File: src/core/ppog_pkg.sv
// Package for the pulse pattern output groups block.
// Assumes an 8-bit register port and timer events on the same clock.
package ppog_pkg;
    // Register port shape
    localparam int unsigned ADDR_W = 4;
    localparam int unsigned DATA_W = 8;
    localparam int unsigned NUM_CH = 4;
    localparam int unsigned NUM_GRP = 2;
    localparam int unsigned GRP_W = 4;

    // Register offsets
    localparam logic [3:0] ADDR_TRIG = 4'h0;
    localparam logic [3:0] ADDR_MODE = 4'h1;
    localparam logic [3:0] ADDR_NEXT_PATTERN_ENABLE = 4'h2;
    localparam logic [3:0] ADDR_POD = 4'h3;
    localparam logic [3:0] ADDR_NDR = 4'h4;
    localparam logic [3:0] ADDR_NDR_G3 = 4'h5;
    localparam logic [3:0] ADDR_NDR_G2 = 4'h6;
    localparam logic [3:0] ADDR_DDR = 4'h7;
    localparam logic [3:0] ADDR_STOP = 4'h8;

    // Reset values
    localparam logic [7:0] TRIG_RST = 8'hFF;
    localparam logic [3:0] MODE_RST = 4'hC;
    localparam logic [7:0] NEXT_PATTERN_ENABLE_RST = 8'h00;
    localparam logic [7:0] POD_RST = 8'h00;
    localparam logic [7:0] NDR_RST = 8'h00;
    localparam logic [7:0] DDR_RST = 8'h00;
    localparam logic STOP_RST = 1'b1;

    // Field positions: group 2 first, group 3 follows
    localparam int unsigned TRIG_G2_LSB = 4;
    localparam int unsigned MODE_NOV_G2 = 0;
    localparam int unsigned MODE_INV_G2 = 2;
    localparam int unsigned STOP_BIT = 0;

    // Fill for the unused half of a split next-data address
    localparam logic [3:0] SPLIT_FILL = 4'hF;
    localparam logic [7:0] UNMAPPED_RD = 8'h00;
endpackage : ppog_pkg

File: src/core/ppog_group_xfer.sv
// One four-bit output group: trigger pick and next-data transfer.
// Assumes timer event pulses are one cycle long on the same clock.
`timescale 1ns/1ps
module ppog_group_xfer
    import ppog_pkg::*;
(
    // Group settings
    input wire logic [1:0] trig_sel,
    input wire logic non_overlap,
    input wire logic run,
    // Timer events per channel
    input wire logic [3:0] cmp_a,
    input wire logic [3:0] cmp_b,
    input wire logic [3:0] cap_a,
    input wire logic [3:0] a_is_capture,
    // Group data
    input wire logic [3:0] next_bits,
    input wire logic [3:0] enable_bits,
    input wire logic [3:0] out_bits,
    output logic [3:0] out_next,
    output logic fire_a,
    output logic fire_b
);
    // Channel picked by the two-bit select code
    function automatic logic pick(input logic [1:0] sel, input logic [3:0] vec);
        pick = vec[sel];
    endfunction : pick

    logic ev_a;
    logic ev_b;
    logic [3:0] copy_all;
    logic [3:0] copy_zero;

    // Capture replaces compare match A when register A captures
    assign ev_a = pick(trig_sel, a_is_capture) ? pick(trig_sel, cap_a)
                                               : pick(trig_sel, cmp_a);
    assign ev_b = pick(trig_sel, cmp_b);
    assign fire_a = run & ev_a;
    assign fire_b = run & non_overlap & ev_b;

    // Only enabled bits move, so software-owned bits are never clobbered
    assign copy_all = (out_bits & ~enable_bits) | (next_bits & enable_bits);
    assign copy_zero = out_bits & ~(enable_bits & ~next_bits);

    // A wins over B when both land together, it copies everything
    assign out_next = fire_a ? copy_all : (fire_b ? copy_zero : out_bits);
endmodule : ppog_group_xfer

File: src/core/ppog_top.sv
// Top of the pulse pattern output groups block: registers, groups, pins.
// Assumes a plain register port and timer events on ref_clk.
// Overview of operation
// - Two-bit code picks timer channel 0..3
// - Pin driven only when direction and enable set
// - Before triggers, pins show software output data
// - Selected trigger copies next data to output
// - Inverted mode: one drives low, zero high
// - Inversion bit at zero selects inverted output
// - Non-overlap bit at one uses matches A,B
// - Non-overlap: match A copies every bit
// - Non-overlap: match B copies only zero bits
// - Capture on register A acts as trigger
// - Reset leaves module stopped, registers locked
// - Foreign pin owner blocks drive, transfers continue
// - Enabled output bits ignore register writes
// - Split next-data halves, unused bits read one
`timescale 1ns/1ps
module ppog_top
    import ppog_pkg::*;
(
    // Clock and reset
    input wire logic ref_clk,
    input wire logic reset,
    // Register port
    input wire logic [3:0] reg_addr,
    input wire logic [7:0] reg_wdata,
    input wire logic reg_wr,
    input wire logic reg_rd,
    output logic [7:0] reg_rdata,
    // Timer unit events, one bit per channel
    input wire logic [3:0] cmp_a,
    input wire logic [3:0] cmp_b,
    input wire logic [3:0] cap_a,
    input wire logic [3:0] a_is_capture,
    // Shared pin ownership by other peripherals
    input wire logic [7:0] pin_owned_elsewhere,
    // Pattern pins, bit 7 is output 15
    output logic [7:0] pattern_pins_o,
    output logic [7:0] pattern_pins_oe
);
    // Address match, used for every register
    function automatic logic hit(input logic [3:0] a, input logic [3:0] off);
        hit = (a == off);
    endfunction : hit

    logic [7:0] trig_q;
    logic [7:0] trig_d;
    logic [3:0] mode_q;
    logic [3:0] mode_d;
    logic [7:0] next_pattern_enable_q;
    logic [7:0] next_pattern_enable_d;
    logic [7:0] pod_q;
    logic [7:0] pod_d;
    logic [7:0] pod_base;
    logic [7:0] ndr_q;
    logic [7:0] ndr_d;
    logic [7:0] ddr_q;
    logic [7:0] ddr_d;
    logic stop_q;
    logic stop_d;
    logic [7:0] rdata_q;
    logic [7:0] rdata_d;
    logic [7:0] pin_q;
    logic [7:0] oe_q;
    logic [7:0] oe_d;
    logic [7:0] inv_mask;
    logic [7:0] inv_mask_d;
    logic [1:0] fire_a;
    logic [1:0] fire_b;
    logic wr_ok;
    logic rd_ok;
    logic same_trig;
    logic ndr_hi_wr;
    logic ndr_lo_wr;
    logic [7:0] ndr_rd_val;

    // Accesses other than the stop bit are dead while stopped
    assign wr_ok = reg_wr & ~stop_q;
    assign rd_ok = reg_rd & ~stop_q;
    assign same_trig = (trig_q[7:6] == trig_q[5:4]);

    // Control register next values
    assign trig_d = (wr_ok & hit(reg_addr, ADDR_TRIG)) ? reg_wdata : trig_q;
    assign mode_d = (wr_ok & hit(reg_addr, ADDR_MODE)) ? reg_wdata[3:0] : mode_q;
    assign next_pattern_enable_d = (wr_ok & hit(reg_addr, ADDR_NEXT_PATTERN_ENABLE)) ? reg_wdata : next_pattern_enable_q;
    assign ddr_d = (wr_ok & hit(reg_addr, ADDR_DDR)) ? reg_wdata : ddr_q;
    assign stop_d = (reg_wr & hit(reg_addr, ADDR_STOP)) ? reg_wdata[STOP_BIT] : stop_q;

    // Next data: one address when triggers match, two when they differ
    assign ndr_hi_wr = wr_ok & ((hit(reg_addr, ADDR_NDR) & same_trig)
                     | (hit(reg_addr, ADDR_NDR_G3) & ~same_trig));
    assign ndr_lo_wr = wr_ok & ((hit(reg_addr, ADDR_NDR) & same_trig)
                     | (hit(reg_addr, ADDR_NDR_G2) & ~same_trig));
    assign ndr_d[7:4] = ndr_hi_wr ? reg_wdata[7:4] : ndr_q[7:4];
    assign ndr_d[3:0] = ndr_lo_wr ? reg_wdata[3:0] : ndr_q[3:0];

    // Output data write only reaches bits not under trigger control
    assign pod_base = (wr_ok & hit(reg_addr, ADDR_POD))
                    ? ((pod_q & next_pattern_enable_q) | (reg_wdata & ~next_pattern_enable_q)) : pod_q;

    // Groups: index 0 is group 2 (low nibble), index 1 is group 3
    genvar g;
    generate
        for (g = 0; g < NUM_GRP; g++)
        begin : grp
            localparam int LO = GRP_W * g;
            ppog_group_xfer u_xfer (
                .trig_sel(trig_q[TRIG_G2_LSB + 2 * g +: 2]),
                .non_overlap(mode_q[MODE_NOV_G2 + g]),
                .run(~stop_q),
                .cmp_a(cmp_a),
                .cmp_b(cmp_b),
                .cap_a(cap_a),
                .a_is_capture(a_is_capture),
                .next_bits(ndr_q[LO +: 4]),
                .enable_bits(next_pattern_enable_q[LO +: 4]),
                .out_bits(pod_base[LO +: 4]),
                .out_next(pod_d[LO +: 4]),
                .fire_a(fire_a[g]),
                .fire_b(fire_b[g])
            );
            // Inversion bit low means complement on the pins
            assign inv_mask[LO +: 4] = {4{~mode_q[MODE_INV_G2 + g]}};
            assign inv_mask_d[LO +: 4] = {4{~mode_d[MODE_INV_G2 + g]}};

        end
    endgenerate

    // Read mux; halves of a split address fill their unused bits with ones
    assign ndr_rd_val = hit(reg_addr, ADDR_NDR) ? (same_trig ? ndr_q : UNMAPPED_RD)
        : hit(reg_addr, ADDR_NDR_G3) ? (same_trig ? UNMAPPED_RD
        : {ndr_q[7:4], SPLIT_FILL})
        : (same_trig ? UNMAPPED_RD : {SPLIT_FILL, ndr_q[3:0]});
    assign rdata_d = hit(reg_addr, ADDR_STOP) ? (reg_rd ? {7'h00, stop_q} : UNMAPPED_RD)
        : !rd_ok ? UNMAPPED_RD
        : hit(reg_addr, ADDR_TRIG) ? trig_q
        : hit(reg_addr, ADDR_MODE) ? {4'h0, mode_q}
        : hit(reg_addr, ADDR_NEXT_PATTERN_ENABLE) ? next_pattern_enable_q
        : hit(reg_addr, ADDR_POD) ? pod_q
        : hit(reg_addr, ADDR_DDR) ? ddr_q
        : (hit(reg_addr, ADDR_NDR) | hit(reg_addr, ADDR_NDR_G3)
        | hit(reg_addr, ADDR_NDR_G2)) ? ndr_rd_val
        : UNMAPPED_RD;

    // Pin drive needs direction, enable, free pin and a running block
    assign oe_d = ddr_d & next_pattern_enable_d & ~pin_owned_elsewhere & {8{~stop_d}};

    // Register state
    always_ff @(posedge ref_clk)
    begin
        if (reset)
        begin
            trig_q <= TRIG_RST;
            mode_q <= MODE_RST;
            next_pattern_enable_q <= NEXT_PATTERN_ENABLE_RST;
            ddr_q <= DDR_RST;
            ndr_q <= NDR_RST;
            stop_q <= STOP_RST;
        end
        else
        begin
            trig_q <= trig_d;
            mode_q <= mode_d;
            next_pattern_enable_q <= next_pattern_enable_d;
            ddr_q <= ddr_d;
            ndr_q <= ndr_d;
            stop_q <= stop_d;
        end
    end

    // Output data, read data and pins; pins track the output data register
    always_ff @(posedge ref_clk)
    begin
        if (reset)
        begin
            pod_q <= POD_RST;
            rdata_q <= UNMAPPED_RD;
            pin_q <= POD_RST;
            oe_q <= 8'h00;
        end
        else
        begin
            pod_q <= pod_d;
            rdata_q <= rdata_d;
            pin_q <= pod_d ^ inv_mask_d;
            oe_q <= oe_d;
        end
    end

    assign reg_rdata = rdata_q;
    assign pattern_pins_o = pin_q;
    assign pattern_pins_oe = oe_q;
endmodule : ppog_top
File: config.mk
export PLATFORM = sky130hd
export DESIGN_NAME = ppog_top
export DESIGN_NICKNAME = d
export VERILOG_FILES = /design/src/core/ppog_pkg.sv /design/src/core/ppog_group_xfer.sv /design/src/core/ppog_top.sv
export SDC_FILE = /design/constraint.sdc
export NUM_CORES = 1
export LEC_CHECK = 0
export BUFFER_PORTS_ARGS = -buffer_cell sky130_fd_sc_hd__buf_4
export CAP_MARGIN = 20
export CORE_MARGIN = 8
export CORE_UTILIZATION = 25
export DETAILED_ROUTE_END_ITERATION = 10
export SLEW_MARGIN = 20
export SYNTH_ARGS = -nofsm -noshare
export SYNTH_HDL_FRONTEND = slang
export SYNTH_SLANG_ARGS = --single-unit
File: constraint.sdc
create_clock -name ref_clk -period 2.5 [get_ports ref_clk]
set_input_delay 0 -clock ref_clk [delete_from_list [all_inputs] [get_ports ref_clk]]
set_output_delay 0 -clock ref_clk [all_outputs]
set_load 0.02 [all_outputs]
==> out/metrics.cfg <==
[clocking]
clock_latency_ns = 0.33
htreeDepth = 3
cts_tree = done
ctsResizeCount = 0
cts_sinks = 69
clock_path_buffers = 2
cts_root_buffer = clkbuf_16
cts_buffers = 9
cts_post_setup_buffers_inserted = 0
path_clk_slew_ns = 0.06

[sta]
min_period_over_period_pct = 83.9
slew_headroom_pct = 62.4
rsz0062_at_grt = false
final.min_clock_period_ns = 2.10
drv_slew = 0
final-hold-violation-count = 0
finalClockSkew_ns = 0.00762
setup_tns_ns = 0
tightest_slew_ns = 0.563
setup_viol = 0
fmax_ghz = 0.477

[routing]
drt_pass1_iterations = 5
first_iter_violations = 292
drtAntennaViolNets = 0
via_count = 3251
drc = 0
drt_wl_total_mm = 11.2
wl_per_cell_um = 17.2
via_per_inst = 4.98

[placed_design]
placed_area_sq_mm = 0.00412
gp_congestion = 0.889
io_buffers = 63
dpl.cell_count = 621
hpwl_mm = 8.41

[setup_path]
r2r_slack_ns = 0.40
startpoint_type = flop
crit_type = flop to flop
r2r_end = pattern_pins_o[4]
critPathLaunch = trig_q[6]
critPathMaxFanout = 10
r2r-start = trig_q[6]
end_kind = flop
worstRegToRegCells = 5
worstPathRequired_ns = 2.75
crit_arrival_ns = 2.35

[final_layout]
regArea_sq_mm = 0.00138
fin_nets = 508
drive_gt1_share_pct = 22.2
fin_util_pct = 33.6
area_growth_pct = 31.4
final_cells = 653
fillers = 1412
insertedDiodeCount = 0
multi_input_area_sq_mm = 0.00201
stdcell_area_sq_mm = 0.00464

[run_status]
status = finished, final reports clean

[yosys]
ys_ff_latch = 69
synth_top_area_cell = dfxtp_1
synth_most_common_cell = dfxtp_1
synth_warnings = 0
synth_common_cells = dfxtp_1, nand2_1, mux2i_1, nor2_1, nor2b_1
synth_area_leaders = dfxtp_1, mux2i_1, nor2b_1
syn_nets = 441
ys.flop_type = dfxtp_1
seq_area_frac_synth_pct = 39.1
avgSynthCellArea_sq_um = 8.81
postSynthCellCount = 401
async_flop_share_pct = 0
yosysUniqueCellTypes = 49
yosys.area.top_type_share_pct = 39.1
synth-edff-count = 0
syn_area_sq_mm = 0.00353

[floorplan]
die_w_um = 135
core_area_sq_mm = 0.0138
row_count = 43
io_pins = 64
start_util_pct = 25.5
die_y_um = 135
die_area_sq_mm = 0.0182

[global_route]
gr-total-overflow = 0
grt_pass1_vias = 3385
grt_start_max_net_pins = 50
antenna_found_initial = 0
track_usage_pct = 12.5
grt_pass1_wl_mm = 17.8

[power]
cellLeakagePower_nw = 1.86
peakVddDrop_mv = 0.252
power.density_mw_per_mm2 = 614

[min_path]
min_path_type = input pin to flop
hold_start = reg_rd
hold_path_end = reg_rdata[0]
hold_depth = 4

[run]
drv_cap = 0

## what timing repair did
action | 4_1_cts | 5_1_grt
endpoints found under the hold margin | 30 | 0
hold buffers | 16 | 0
setup endpoints to repair | 0 | 0
## layout make-up
class	count	share of cell area, %
Clock buffer	9	4.85
Sequential cell	69	29.8
Clock inverter	7	2.97
Tap cell	180	4.85
Multi-Input combinational cell	303	43.3
Inverter	4	0.324
Timing Repair Buffer	81	14.0
## routing by layer
metal  vias up  wire (um)  GRT usage [%]
li1       1587          -              -
met1      1530       5040           15.5
met2       121       5250           20.1
met3        13        723           2.79
met4         0        198           5.61
met5         -          0              0
## kinds of logic after synthesis
kind of cell    count (synthesis)  synth area share [%]
flops                          69                  39.1
xor+xnor                        4                 0.992
mux                            41                  12.6
simple gates                  168                  26.3
compound gates                 90                  17.0
buf+inv                        29                  4.04
## sequential cells by signal, summed over array words and instances, names as in the netlist
| register | count |
|---|---|
| next_pattern_enable_q | 8 |
| stop_q | 1 |
| pattern_pins_o | 8 |
| ddr_q | 8 |
| reg_rdata | 8 |
| pod_q | 8 |
| pattern_pins_oe | 8 |
| trig_q | 8 |
| ndr_q | 8 |
| mode_q | 4 |
## layout by cell type (no fill, tap or decap), types with 4 or more instances in the layout
cell           instances
a211oi_1               9
a21o_1                 4
a21oi_1               17
a221oi_1               8
a31o_2                 4
a31oi_1                4
and3_1                 9
buf_4                 65
bufinv_16              4
clkbuf_16              9
dfxtp_1               69
dlygate4sd3_1         16
inv_1                  4
mux2_2                 8
mux2i_1               31
nand2_1               43
nand2b_1               8
nand3_1                5
nand3b_1              10
nor2_1                31
nor2b_1               26
nor3_1                 8
nor4_1                 5
o211ai_1              11
o21ai_0               16
o22ai_1                7
or2_2                  5
## how the worst max path moves through the flow
stage	end	depth (start not counted)	slack, ns
2_1_floorplan	pattern_pins_o[4]	6	0.74
3_3_place_gp	pattern_pins_o[4]	5	0.54
3_5_place_dp	pattern_pins_o[4]	5	0.44
4_1_cts	pattern_pins_o[4]	5	0.42
5_1_grt	pattern_pins_o[6]	5	0.28
6_report	pattern_pins_o[4]	5	0.40
## report_power, final
part           switching (mW)  total, mW  internal [mW]  leakage (nW)
Sequential            0.00186       1.10           1.10         0.556
Combinational           0.107      0.201         0.0934          1.13
Clock                   0.476       1.55           1.07         0.175
## critical path, stage by stage, from the launching register on
cell	delay [ns]
dfxtp_1	0.55
mux4_2	0.55
nand3_1	0.09
o21ai_1	0.15
a221oi_1	0.43
mux2i_1	0.25
## metrics by stage
| stage | worst slack (ns) | hold slack (ns) | power, mW |
|---|---|---|---|
| final | 0.404 | 0.0894 | 2.85 |
| after global routing | 0.276 | 0.104 | 2.93 |
| after CTS | 0.424 | 0.0725 | 2.87 |
| after detailed placement | 0.440 | 0.165 | 1.31 |
| after global placement | 0.540 | 0.168 | 1.30 |
| after floorplan | 0.737 | 0.0767 | 1.22 |
No activity file was read; power rests on OpenSTA's default activity.
